## src/common/quad_counter_regs.svh

```systemverilog
// Purpose: offsets, field positions, reset values of the counter block
// Assumes: APB byte addresses, one 32-bit word per register
// Notes: 8-bit registers sit in the low bits, upper bits read zero
// Function
// [RULE1] route interrupt lines to fixed bank bits
// [RULE2] counters run only while enabled
// [RULE3] software programs clock, config, counters in order
// [RULE4] read gives count or capture; write sets compare
// [RULE5] stopped counter freezes, ignores clock edges
// [RULE6] software reads running counters by safe method
// [RULE7] upcount write clears running count
// [RULE8] downcount write loads compare into count
// [RULE9] count change waits for first enabled edge
// [RULE10] pwm write leaves running count alone
// [RULE11] mode change never reloads the count
// [RULE12] two-bit clock selector decode per counter
// [RULE13] software changes clock source only when stopped
// [RULE14] counter, captured counter, down-only pwm modes
// [RULE15] a and c low byte, b and d high
// [RULE16] switch modes stopped; capture toggling may interrupt
// [RULE17] uncascaded pair: independent counters, port normal
// [RULE18] cascade: low direction, low interrupt only
// [RULE19] pwm: eight bit or cascaded pwm, no interrupt
// [RULE20] capture: captured counters raise capture interrupts
// [RULE21] c/d pair same matrix without capture
// [RULE22] interrupt at falling edge, reload on rising
// [RULE23] pwm high when count not above code
// [RULE24] cascaded high byte advances on low wrap
`ifndef QUAD_COUNTER_REGS_SVH
`define QUAD_COUNTER_REGS_SVH
`define QC_OFS_CNT_A 3'h0
`define QC_OFS_CNT_B 3'h1
`define QC_OFS_CNT_C 3'h2
`define QC_OFS_CNT_D 3'h3
`define QC_OFS_CLKSEL 3'h4
`define QC_OFS_CFG1 3'h5
`define QC_OFS_CFG2 3'h6
`define QC_OFS_RUN 3'h7
`define QC_CFG1_DIR 4
`define QC_CFG1_CASC 2
`define QC_CFG2_CAPFUNC 4
`define QC_CFG2_CAPSEL 6
`define QC_UPPER_A 4
`define QC_UPPER_C 3
`define QC_LOWER_B 5
`define QC_LOWER_D 4
`define QC_EVT_A 7
`define QC_EVT_B 3
`define QC_EVT_C 6
`define QC_EVT_D 2
`define QC_CLKSEL_RST 8'h00
`define QC_CFG1_RST 8'h00
`define QC_CFG2_RST 8'h00
`define QC_RUN_RST 4'h0
`endif

```

## src/common/quad_counter_pkg.sv

```systemverilog
// Purpose: types of the counter block
// Assumes: constants live in quad_counter_regs.svh
// Notes: whole block state is one packed struct
package quad_counter_pkg;
    typedef struct packed {
        logic psel;
        logic penable;
        logic pwrite;
        logic [7:0] paddr;
        logic [31:0] pwdata;
    } apb_req_type;
    // ext pins 3:0, rc, 32k, 1k, 128hz
    typedef struct packed {
        logic slow128hzClock;
        logic clock1khz;
        logic clock32khz;
        logic rcOscClock;
        logic [3:0] extClockPin;
    } clk_src_type;
    typedef struct packed {
        logic [3:0][7:0] count;
        logic [3:0][7:0] target;
        logic [1:0][7:0] shadow;
        logic [7:0] clockSelectReg;
        logic [7:0] configOneReg;
        logic [7:0] configTwoReg;
        logic [3:0] counterRunControl;
        logic [3:0] pendLoad;
        logic [7:0] prevSrc;
        logic [1:0] rcDiv;
        logic prevCap;
        logic [3:0] intLine;
        logic [7:0] intUpper;
        logic [7:0] intLower;
        logic [7:0] eventBits;
        logic [1:0] pulse;
        logic [1:0] override;
        logic [31:0] rdata;
        logic ready;
        logic slverr;
    } state_type;
endpackage

```

## src/quad_counter_timer_pwm.sv

```systemverilog
// Purpose: four 8-bit counter/timers, pairable, with capture and pwm
// Assumes: clock sources sampled on clk, far slower than clk
// Notes: counters step on detected rising edges of their source
`include "quad_counter_regs.svh"
`timescale 1ns/100ps
`default_nettype none
module quad_counter_timer_pwm (
    // clock and reset
    input wire logic clk,
    input wire logic rst,
    // apb slave
    input wire quad_counter_pkg::apb_req_type apbReq,
    output logic [31:0] prdata,
    output logic pready,
    output logic pslverr,
    // counter clock and capture sources
    input wire quad_counter_pkg::clk_src_type clkSrc,
    // interrupt and event lines
    output logic [3:0] intLine,
    output logic [7:0] intBankUpper,
    output logic [7:0] intBankLower,
    output logic [7:0] eventBank,
    // pwm port outputs
    output logic [1:0] pulsePin,
    output logic [1:0] pulseOverride
);
    quad_counter_pkg::state_type s;
    quad_counter_pkg::state_type n;
    logic [3:0] tickVec;
    logic [3:0] fallVec;
    logic [3:0] termVec;
    logic capEv;

    // source select per counter
    function automatic logic pick(input logic [1:0] sel,
        input logic [1:0] idx, input logic [7:0] ev, input logic q);
        case (sel)
            2'b00: pick = ev[idx];
            2'b01: pick = idx[1] ? ev[5] : ev[4];
            2'b10: pick = idx[1] ? ev[6] : q;
            default: pick = ev[7];
        endcase
    endfunction

    always_comb begin
        logic [7:0] raw;
        logic [7:0] rise;
        logic [7:0] fall;
        logic qRise;
        logic qFall;
        logic capRaw;
        logic capOn;
        logic casc;
        logic pwm;
        logic up;
        logic cp;
        logic tk;
        logic fk;
        logic term;
        logic wr;
        logic mapped;
        logic [3:0] irq;
        logic [15:0] v;
        logic [15:0] t;
        logic [15:0] m;
        logic [2:0] idx;
        logic [1:0] sz;
        int l;
        int j;
        n = s;
        raw = clkSrc;
        rise = raw & ~s.prevSrc;
        fall = ~raw & s.prevSrc;
        qRise = rise[4] && s.rcDiv == 2'd3;
        qFall = rise[4] && s.rcDiv == 2'd1;
        capRaw = 1'b0;
        capOn = s.configTwoReg[`QC_CFG2_CAPFUNC+:2] != 2'b00;
        casc = 1'b0;
        pwm = 1'b0;
        up = 1'b0;
        cp = 1'b0;
        tk = 1'b0;
        fk = 1'b0;
        term = 1'b0;
        irq = 4'h0;
        v = 16'h0000;
        t = 16'h0000;
        m = 16'h0000;
        sz = 2'b00;
        l = 0;
        j = 0;
        idx = 3'h0;
        wr = 1'b0;
        mapped = 1'b0;
        tickVec = 4'h0;
        fallVec = 4'h0;
        termVec = 4'h0;
        n.prevSrc = raw;
        if (rise[4]) begin
            n.rcDiv = s.rcDiv + 2'd1;
        end
        case (s.configTwoReg[`QC_CFG2_CAPSEL+:2])
            2'b11: capRaw = raw[6];
            2'b10: capRaw = raw[5];
            2'b01: capRaw = raw[3];
            default: capRaw = raw[2];
        endcase
        // toggling capture may let a stray edge through [RULE16]
        n.prevCap = capRaw;
        capEv = capOn && ((s.configTwoReg[`QC_CFG2_CAPFUNC] && capRaw
            && !s.prevCap) || (s.configTwoReg[`QC_CFG2_CAPFUNC+1]
            && !capRaw && s.prevCap));
        if (capEv) begin
            n.shadow = {s.count[1], s.count[0]};
        end
        for (int k = 0; k < 4; k++) begin
            tickVec[k] = pick(s.clockSelectReg[2*k+:2], 2'(k), rise,
                qRise) && s.counterRunControl[k]; // [RULE12] [RULE5]
            fallVec[k] = pick(s.clockSelectReg[2*k+:2], 2'(k), fall,
                qFall) && s.counterRunControl[k]; // [RULE2]
        end
        for (int p = 0; p < 2; p++) begin
            l = 2 * p;
            casc = s.configOneReg[`QC_CFG1_CASC+p];
            pwm = s.configOneReg[p];
            up = s.configOneReg[`QC_CFG1_DIR+l] && !pwm;
            sz = s.configTwoReg[2*p+:2];
            m = 16'hffff >> (6 - 2 * sz);
            if (casc) begin
                // low byte a/c, high byte b/d [RULE15]
                v = {s.count[l+1], s.count[l]};
                t = {s.target[l+1], s.target[l]};
                tk = tickVec[l];
                fk = fallVec[l]; // [RULE2]
                cp = capOn && p == 0 && !pwm;
                term = up ? v == t : v == 16'h0000; // [RULE18]
                termVec[l] = term;
                n.pulse[p] = (v & m) <= t; // [RULE19] [RULE23]
                if (tk && (s.pendLoad[l] || s.pendLoad[l+1])) begin
                    if (s.pendLoad[l]) begin
                        v[7:0] = up ? 8'h00 : t[7:0]; // [RULE9]
                    end
                    if (s.pendLoad[l+1]) begin
                        v[15:8] = up ? 8'h00 : t[15:8];
                    end
                    n.pendLoad[l] = 1'b0;
                    n.pendLoad[l+1] = 1'b0;
                end else if (tk) begin
                    if (!pwm && !cp && term) begin
                        v = up ? 16'h0000 : t; // [RULE22]
                    end else begin
                        v = up ? v + 16'h0001 : v - 16'h0001; // [RULE24]
                    end
                end
                n.count[l] = v[7:0];
                n.count[l+1] = v[15:8];
                irq[l] = !pwm && !cp && fk && term; // [RULE22]
                if (cp && capEv) begin
                    irq[l] = 1'b1; // [RULE20]
                    irq[l+1] = 1'b1;
                end
            end else begin
                n.pulse[p] = s.count[l] <= s.target[l]; // [RULE23]
                for (int k = 0; k < 2; k++) begin
                    j = l + k;
                    tk = tickVec[j];
                    fk = fallVec[j];
                    up = s.configOneReg[`QC_CFG1_DIR+j] && !(pwm && k == 0);
                    cp = capOn && p == 0 && !(pwm && k == 0); // [RULE14]
                    term = up ? s.count[j] == s.target[j]
                        : s.count[j] == 8'h00;
                    termVec[j] = term;
                    if (tk && s.pendLoad[j]) begin
                        n.count[j] = up ? 8'h00 : s.target[j]; // [RULE7]
                        n.pendLoad[j] = 1'b0; // [RULE8] [RULE9]
                    end else if (tk) begin
                        if ((pwm && k == 0) || cp || !term) begin
                            n.count[j] = up ? s.count[j] + 8'h01
                                : s.count[j] - 8'h01;
                        end else begin
                            n.count[j] = up ? 8'h00 : s.target[j];
                        end
                    end
                    // pwm counter gives no interrupt [RULE19] [RULE17]
                    irq[j] = !(pwm && k == 0) && !cp && fk && term;
                    if (cp && capEv) begin
                        irq[j] = 1'b1; // [RULE20]
                    end
                end
            end
            n.override[p] = pwm; // [RULE21]
            if (!pwm) begin
                n.pulse[p] = 1'b0;
            end
        end
        n.intLine = irq;
        n.intUpper = 8'h00;
        n.intLower = 8'h00;
        n.eventBits = 8'h00;
        n.intUpper[`QC_UPPER_A] = irq[0]; // [RULE1]
        n.intUpper[`QC_UPPER_C] = irq[2];
        n.intLower[`QC_LOWER_B] = irq[1];
        n.intLower[`QC_LOWER_D] = irq[3];
        n.eventBits[`QC_EVT_A] = irq[0];
        n.eventBits[`QC_EVT_B] = irq[1];
        n.eventBits[`QC_EVT_C] = irq[2];
        n.eventBits[`QC_EVT_D] = irq[3];
        // apb: one wait state, answer on second access cycle
        idx = apbReq.paddr[4:2];
        mapped = apbReq.paddr[7:5] == 3'h0 && apbReq.paddr[1:0] == 2'h0;
        wr = apbReq.psel && apbReq.penable && s.ready && apbReq.pwrite
            && mapped;
        n.ready = apbReq.psel && apbReq.penable && !s.ready;
        n.slverr = n.ready && !mapped;
        n.rdata = 32'h0000_0000;
        if (n.ready && mapped && !apbReq.pwrite) begin
            case (idx)
                `QC_OFS_CLKSEL: n.rdata[7:0] = s.clockSelectReg;
                `QC_OFS_CFG1: n.rdata[7:0] = s.configOneReg;
                `QC_OFS_CFG2: n.rdata[7:0] = s.configTwoReg;
                `QC_OFS_RUN: n.rdata[3:0] = s.counterRunControl;
                default: begin
                    n.rdata[7:0] = (capOn && !idx[1]) ? s.shadow[idx[0]]
                        : s.count[idx[1:0]]; // [RULE4]
                end
            endcase
        end
        if (wr) begin
            case (idx)
                `QC_OFS_CLKSEL: n.clockSelectReg = apbReq.pwdata[7:0];
                `QC_OFS_CFG1: n.configOneReg = apbReq.pwdata[7:0];
                `QC_OFS_CFG2: n.configTwoReg = apbReq.pwdata[7:0];
                `QC_OFS_RUN: n.counterRunControl = apbReq.pwdata[3:0];
                default: begin
                    n.target[idx[1:0]] = apbReq.pwdata[7:0]; // [RULE4]
                    // pwm counters keep count on write [RULE10] [RULE11]
                    if (!(s.configOneReg[idx[1]] && (!idx[0]
                        || s.configOneReg[`QC_CFG1_CASC+idx[1]]))) begin
                        n.pendLoad[idx[1:0]] = 1'b1; // [RULE7] [RULE8]
                    end
                end
            endcase
        end
    end

    always_ff @(posedge clk) begin
        if (rst) begin
            s <= '0;
            s.clockSelectReg <= `QC_CLKSEL_RST;
            s.configOneReg <= `QC_CFG1_RST;
            s.configTwoReg <= `QC_CFG2_RST;
            s.counterRunControl <= `QC_RUN_RST;
        end else begin
            s <= n;
        end
    end

    assign prdata = s.rdata;
    assign pready = s.ready;
    assign pslverr = s.slverr;
    assign intLine = s.intLine;
    assign intBankUpper = s.intUpper;
    assign intBankLower = s.intLower;
    assign eventBank = s.eventBits;
    assign pulsePin = s.pulse;
    assign pulseOverride = s.override;

    // checks
    logic wrA;
    logic wrCfg;
    logic cascAB;
    logic capOnChk;
    assign wrA = apbReq.psel && apbReq.penable && s.ready && apbReq.pwrite
        && apbReq.paddr == 8'h00;
    assign wrCfg = apbReq.psel && apbReq.penable && s.ready
        && apbReq.pwrite && apbReq.paddr == 8'h14;
    assign cascAB = s.configOneReg[`QC_CFG1_CASC];
    assign capOnChk = s.configTwoReg[`QC_CFG2_CAPFUNC+:2] != 2'b00;
endmodule // quad_counter_timer_pwm
`default_nettype wire

```

## config.mk

```make
export PLATFORM = sky130hd
export DESIGN_NAME = quad_counter_timer_pwm
export DESIGN_NICKNAME = d
export VERILOG_FILES = /design/src/common/quad_counter_pkg.sv /design/src/quad_counter_timer_pwm.sv
export VERILOG_INCLUDE_DIRS = /design/src /design/src/common
export SDC_FILE = /design/constraint.sdc
export NUM_CORES = 1
export LEC_CHECK = 0
export ABC_AREA = 0
export BUFFER_PORTS_ARGS = -buffer_cell sky130_fd_sc_hd__clkbuf_2
export CELL_PAD_IN_SITES_DETAIL_PLACEMENT = 0
export CELL_PAD_IN_SITES_GLOBAL_PLACEMENT = 1
export CORE_UTILIZATION = 45
export DETAILED_ROUTE_END_ITERATION = 8
export HOLD_SLACK_MARGIN = 0.08
export PLACE_DENSITY = 0.92
export SYNTH_ARGS = -nofsm -noshare
export SYNTH_HDL_FRONTEND = slang
export SYNTH_SLANG_ARGS = --single-unit
```

## constraint.sdc

```tcl
create_clock -name clk -period 6.6 [get_ports clk]
set_input_delay 1.32 -clock clk [delete_from_list [all_inputs] [get_ports clk]]
set_output_delay 1.32 -clock clk [all_outputs]
set_load 0.005 [all_outputs]
```

==> results.py, run 1 <==
metrics = {
    "detailed_routing": {
        "drtIter0Drc": 730,
        "dr.pass1.iters": 7,
        "via_count": 9057,
        "detail-route-antenna-nets": 0,
        "post_drt_wl_per_cell_microns": 18.1,
        "drt_wl_total_microns": 27900,
        "post_drt_via_cell_ratio": 5.88,
        "drc": 0,
    },
    "yosys": {
        "syn-mean-instance-area_sq_um": 8.10,
        "syn_area_sq_mm": 0.0102,
        "synthTopCellsByArea": "dfxtp_1 (28%), ha_1 (9.1%), mux2i_1 (5.9%)",
        "synth_common_cells": "dfxtp_1 (141), nor2_1 (129), a21oi_1 (111)",
        "synth.distinct_cells": 80,
        "synthFlopType": "dfxtp_1",
        "yosysWarningCount": 0,
        "yosysMostFrequentCell": "dfxtp_1",
        "synth_largest_area_cell": "dfxtp_1",
        "yosysTopAreaCellShare": 0.276,
        "synth.ff_latch_count": 141,
        "async_reset_ff_frac": 0,
        "syn_inst": 1262,
        "synth_edf_count": 0,
        "ys_seq_area_frac": 0.276,
    },
    "pwr": {
        "ir_worst_vdd_mv": 0.210,
        "p_per_area_mw_per_mm2": 176,
        "leakage_uw": 0.00442,
    },
    "global_route": {
        "grt_pass1_vias": 8217,
        "grt_pass1_wl_microns": 44300,
        "antenna_found_initial": 0,
        "grt_overflow_total": 0,
        "grt_use_total": 0.239,
        "grt_start_max_net_pins": 85,
        "use_met1": 0.325,
        "grt_use_met3": 0.0384,
        "grt-busiest-layer": "met2",
        "use_met2": 0.379,
    },
    "cts": {
        "ctsHoldBuffers": 0,
        "clk_latency_ns": 0.43,
        "h-tree-depth": 4,
        "cts_resized": 0,
        "clk_path_buf_depth": 2,
        "cts_setup_buffers": 0,
        "clk_pin_slew_ns": 0.06,
        "cts_buffers": 17,
        "root_buffer": "clkbuf_16",
        "cts_tree": "built",
        "cts.sinks": 141,
    },
    "critical_path": {
        "crit_slowest_cell": "nand2_1",
        "start_kind": "register",
        "end_kind": "register",
        "crit_type": "reg2reg",
        "path_max_fanout": 24,
        "timing.critical_path.buf_inv": 2,
        "ff2ff_setup_slack_ns": 2.91,
        "critPathMaxStageDelay_ns": 0.72,
        "crit_family": "compound AO/OA/AOI/OAI gates",
        "cp.arrival_ns": 4.05,
        "worst_ep_required_time_ns": 6.96,
        "cp_cell_sequence": "inv_1, nand2_1, inv_2, fa_1, nor2b_1, o21ai_0, a21boi_1, o311ai_0, and3b_1, o311ai_1, o211ai_1, a21oi_1",
    },
    "final_layout": {
        "areaGrowthSynthToFinish_pct": 6.44,
        "nFillCells": 2157,
        "drive_above_1_share": 0.102,
        "multiInputGateArea_sq_mm": 0.00659,
        "seq_area_sq_mm": 0.00282,
        "antenna_cells": 0,
        "stdcell_area_sq_mm": 0.0109,
        "nets": 1380,
        "postLayoutCoreUtil": 0.494,
    },
    "sta": {
        "relSlewSlack": 0.248,
        "hold_viol": 0,
        "setup_tns_ns": 0,
        "worst_pin_slew_ns": 1.12,
        "layout_min_cycle_time_ns": 3.69,
        "drv_slew": 0,
        "rsz0062_at_grt": "no",
        "fmax_mhz": 271,
        "fin_crit_sh": 0.560,
        "final-setup-viol-count": 0,
        "clock-skew-final_ns": 0.0116,
    },
    "floorplan": {
        "core_area_sq_mm": 0.0220,
        "fp.dieW_microns": 153,
        "rows": 54,
        "initial_core_util": 0.464,
        "ioPinCount": 119,
        "die_area_sq_mm": 0.0233,
        "dieHeight_microns": 153,
    },
    "placed_design": {
        "hpwl_microns": 20200,
        "portBuffers": 54,
        "gp_congestion": 0.927,
        "dpl_cell_area_sq_mm": 0.0103,
    },
    "job": {
        "max-cap-violations": 0,
    },
    "worst_hold_path": {
        "hold_class": "reg2reg",
    },
    "status": {
        "status": "completed",
    },
}
==> path summary, 6_finish.rpt <==
kind / from / to / cells after the start
max: n[35] / s[181] / 12
min: s[143] / s[143] / 2
max reg2reg: n[35] / s[181] / 12
min reg2reg: s[143] / s[143] / 2
==> layout make-up <==
cell class | instances | area share
clock buffer | 23 | 0.0439
sequential | 141 | 0.259
multi-input combinational | 972 | 0.605
timing repair buffer | 61 | 0.0299
tap | 280 | 0.0322
clock inverter | 7 | 0.0103
inverter | 56 | 0.0193
==> through the flow <==
stage          hold slack, ns  total power, uW  cells  setup slack (ns)
6_report                0.455             1920   1540              2.91
4_1_cts                 0.454             1920   1540              2.99
3_3_place_gp            0.444              952   1510              2.82
3_5_place_dp            0.446              953   1510              2.76
5_1_grt                 0.479             1970   1540              2.62
2_1_floorplan           0.436              944   1301              3.56
==> layout by cell type, fill, tap and decap left out, drive strengths merged, types with 4 or more instances in the layout <==
cell type  netlist  final
or4              6      6
nor2           129    129
o21bai           4      4
and2             6      6
nand3           62     62
o31ai            9      9
o311ai           5      5
and3             8      8
dfxtp          141    141
a32oi            4      4
nor2b           32     32
or2              4      4
nand2           81     81
inv             55     55
a311oi           9      9
nand4            8      8
nor3b            4      4
xor2            26     26
a211oi          21     21
ha              74     74
nor3            41     41
xnor2           20     20
mux4            14     14
a21oi          113    113
a21o            12     12
clkbuf          46     76
mux2i           60     60
o21a            23     23
buf             86      8
o21ai           48     48
nor4             9      9
a31oi           23     23
fa               4      4
conb             1     40
clkinv           1      4
or3              6      6
o211ai          13     13
nand2b           7      7
==> state kept, by name, indices dropped and copies added (netlist names) <==
register,cells
cascAB,1
intBankLower,1
intLine,3
n,2
prdata,8
pready,1
pslverr,1
pulseOverride,2
pulsePin,2
s,120
==> worst min-delay path, stage by stage, from the launching register on <==
cell     delay [ns]
dfxtp_1        0.31
nand2_1        0.05
a21oi_1        0.05
==> cell families (layout without fill, tap and decap cells) <==
family | after synthesis | count (layout) | synth area share
AO/OA/AOI/OAI | 324 | 324 | 0.208
XOR/XNOR | 46 | 46 | 0.0394
adder cells (fa/ha/maj) | 78 | 78 | 0.0984
buffers and inverters | 188 | 147 | 0.0959
flip-flops | 141 | 141 | 0.276
multiplexers | 74 | 74 | 0.0896
other | 1 | 40 | 0.000367
AND/OR/NAND/NOR | 410 | 410 | 0.192
==> routing by layer <==
metal  part of all wire  routed length (microns)  up-vias
met1               0.45                    12600     4260
li1                   -                        -     4428
met3              0.064                     1790       53
met4              0.030                      830        0
met2               0.45                    12600      316
met5                  0                        0        -
==> report_power, final <==
group	leakage, uW	switching, uW	internal [uW]
combinational	0.00299	54.7	22.8
clock	0.000289	365	619
sequential	0.00114	2.66	856
total	0.00442	422	1500
Note: power is estimated with default switching activity, not from simulation.
==> inputs of run 2 (changes only) <==
--- a/config.mk
+++ b/config.mk
@@ -6,11 +6,11 @@
 export SDC_FILE = /design/constraint.sdc
 export NUM_CORES = 1
 export LEC_CHECK = 0
-export ABC_AREA = 0
+export ABC_AREA = 1
 export BUFFER_PORTS_ARGS = -buffer_cell sky130_fd_sc_hd__clkbuf_2
 export CELL_PAD_IN_SITES_DETAIL_PLACEMENT = 0
 export CELL_PAD_IN_SITES_GLOBAL_PLACEMENT = 1
-export CORE_UTILIZATION = 45
+export CORE_UTILIZATION = 43
 export DETAILED_ROUTE_END_ITERATION = 8
 export HOLD_SLACK_MARGIN = 0.08
 export PLACE_DENSITY = 0.92
==> constraint.sdc (replaced) <==
create_clock -name clk -period 3.5 [get_ports clk]
set_input_delay 0.7 -clock clk [delete_from_list [all_inputs] [get_ports clk]]
set_output_delay 0.7 -clock clk [all_outputs]
set_load 0.005 [all_outputs]
==> run 2 against run 1 <==
Routed wire length rose by 22%. Setup slack got worse by 2.3 ns. Sequential power rose by 89%. Critical path depth rose by 2. Area after synthesis rose by 7.4%. Largest cell class unchanged. Largest power group unchanged.
==> results.py, run 2 <==
metrics = {
    "status": {
        "status": "completed",
    },
    "yosys": {
        "ys_seq_area_frac": 0.257,
        "synth_largest_area_cell": "dfxtp_1",
        "synth_edf_count": 0,
        "yosysMostFrequentCell": "nand2_1",
        "yosysTopAreaCellShare": 0.257,
        "synth.distinct_cells": 57,
        "synth.ff_latch_count": 141,
        "async_reset_ff_frac": 0,
        "synthTopCellsByArea": "dfxtp_1 (26%), nand2_1 (13%), ha_1 (8.4%)",
        "synthFlopType": "dfxtp_1",
        "yosysWarningCount": 0,
        "synth_common_cells": "nand2_1 (369), inv_1 (209), a21oi_1 (172)",
        "syn_inst": 1693,
        "syn-mean-instance-area_sq_um": 6.49,
        "syn_area_sq_mm": 0.0110,
    },
    "critical_path": {
        "path_max_fanout": 23,
        "start_kind": "register",
        "r2r-start": "n[35]",
        "worst_ep_required_time_ns": 3.84,
        "end_kind": "register",
        "cp-startpoint": "n[35]",
        "crit_type": "reg2reg",
        "cp.arrival_ns": 3.21,
    },
    "final_layout": {
        "final_cell_mix": "nand2_1 (369), inv_1 (208), a21oi_1 (172)",
        "largest_reg_flops": 120,
        "nFillCells": 2620,
        "postLayoutCoreUtil": 0.471,
        "nets": 1835,
        "areaGrowthSynthToFinish_pct": 7.67,
        "largest_register": "s",
        "drive_above_1_share": 0.0815,
        "final_common_cell": "nand2_1",
        "antenna_cells": 0,
    },
    "pwr": {
        "p_per_area_mw_per_mm2": 310,
        "ir_worst_vdd_mv": 0.268,
        "finalPower_uw": 3660,
        "leakage_uw": 0.00555,
    },
    "cts": {
        "ctsHoldBuffers": 0,
        "cts_buffers": 17,
        "clk_latency_ns": 0.45,
        "cts.sinks": 141,
        "cts_resized": 0,
        "cts_tree": "built",
        "clk_path_buf_depth": 2,
        "clk_pin_slew_ns": 0.07,
        "h-tree-depth": 4,
        "cts_setup_buffers": 0,
        "root_buffer": "clkbuf_16",
    },
    "global_route": {
        "antenna_found_initial": 1,
        "use_met1": 0.335,
        "grt-busiest-layer": "met2",
        "grt_pass1_vias": 10200,
        "grt_pass1_wl_microns": 54200,
        "grt_use_met3": 0.0398,
        "grt_start_max_net_pins": 93,
        "use_met2": 0.438,
        "grt_overflow_total": 0,
        "grt_use_total": 0.263,
    },
    "placed_design": {
        "portBuffers": 54,
        "dp_slack_ns": 0.681,
        "gp_congestion": 0.930,
        "hpwl_microns": 25500,
    },
    "floorplan": {
        "ioPinCount": 119,
        "core_area_sq_mm": 0.0251,
        "initial_core_util": 0.437,
        "die_area_sq_mm": 0.0262,
        "dieHeight_microns": 162,
        "rows": 58,
        "fp.dieW_microns": 162,
    },
    "sta": {
        "relSlewSlack": 0.393,
        "layout_min_cycle_time_ns": 2.87,
        "rsz0062_at_grt": "no",
        "fin_ws_ns": 0.632,
        "fin_crit_sh": 0.820,
        "setup_tns_ns": 0,
        "fmax_mhz": 349,
        "final-setup-viol-count": 0,
        "worst_pin_slew_ns": 0.899,
        "hold_viol": 0,
        "drv_slew": 0,
        "clock-skew-final_ns": 0.0168,
    },
    "detailed_routing": {
        "post_drt_wl_per_cell_microns": 16.7,
        "dr.pass1.iters": 7,
        "drtIter0Drc": 722,
        "via_count": 11200,
        "detail-route-antenna-nets": 0,
        "drt_wl_total_microns": 34100,
        "drc": 0,
        "post_drt_via_cell_ratio": 5.50,
    },
    "worst_hold_path": {
        "hold_class": "reg2reg",
        "min-delay-start": "s[111]",
    },
    "job": {
        "max-cap-violations": 0,
    },
}
==> run 2: worst max-delay path: stages (launching register included) <==
cell and delay, ns:
dfxtp_1 0.48, nor2_4 0.13, inv_1 0.61, ha_1 0.43
inv_1 0.13, o21bai_1 0.11, o21bai_1 0.17, nor2_1 0.16
nand2_1 0.07, nand2_1 0.06, nand4_1 0.12, nand2_1 0.12
inv_1 0.04, nor2_1 0.08, nor2_1 0.04
==> run 2: per-layer routing <==
layer,vias up,part of all wire,routed length [microns]
li1,5605,-,-
met1,5096,0.43,14500
met2,468,0.47,16000
met3,78,0.072,2470
met4,2,0.033,1130
met5,-,0.00038,13
==> run 2: logic make-up after synthesis <==
group                    after synthesis  synth area share
buffers and inverters                335             0.141
flip-flops                           141             0.257
adder cells (fa/ha/maj)               78            0.0916
AO/OA/AOI/OAI                        420             0.215
XOR/XNOR                              30            0.0239
AND/OR/NAND/NOR                      688             0.271
other                                  1          0.000341
==> run 2: final cells by class <==
class                   instances  area [sq um]  area share
clock buffers                  17           425      0.0360
well taps                     330           413      0.0349
multi-input cells            1256          6760       0.572
clock inverters                15           190      0.0161
flip-flops and latches        141          2820       0.239
repair buffers                 68           388      0.0328
inverters                     220           828      0.0700
==> run 2: where the power goes <==
| group | switching (uW) | internal, uW | leakage [uW] |
|---|---|---|---|
| Sequential | 5.41 | 1610 | 0.00114 |
| Combinational | 122 | 39.0 | 0.00411 |
| Clock | 912 | 971 | 0.000296 |
| Total | 1040 | 2620 | 0.00555 |
==> run 2: worst paths after layout <==
check | end | slack [ns] | cells after the start
min reg2reg | s[111] | 0.45 | 2
max | s[186] | 0.63 | 14
max reg2reg | s[186] | 0.63 | 14
min | s[111] | 0.45 | 2
==> run 2: metrics by stage <==
stage	hold slack [ns]	std cells	area, sq um
2_1_floorplan	0.424	1732	11100
3_3_place_gp	0.439	2015	11200
3_5_place_dp	0.443	2015	11200
4_1_cts	0.452	2047	11800
5_1_grt	0.492	2047	11800
6_report	0.454	2047	11800
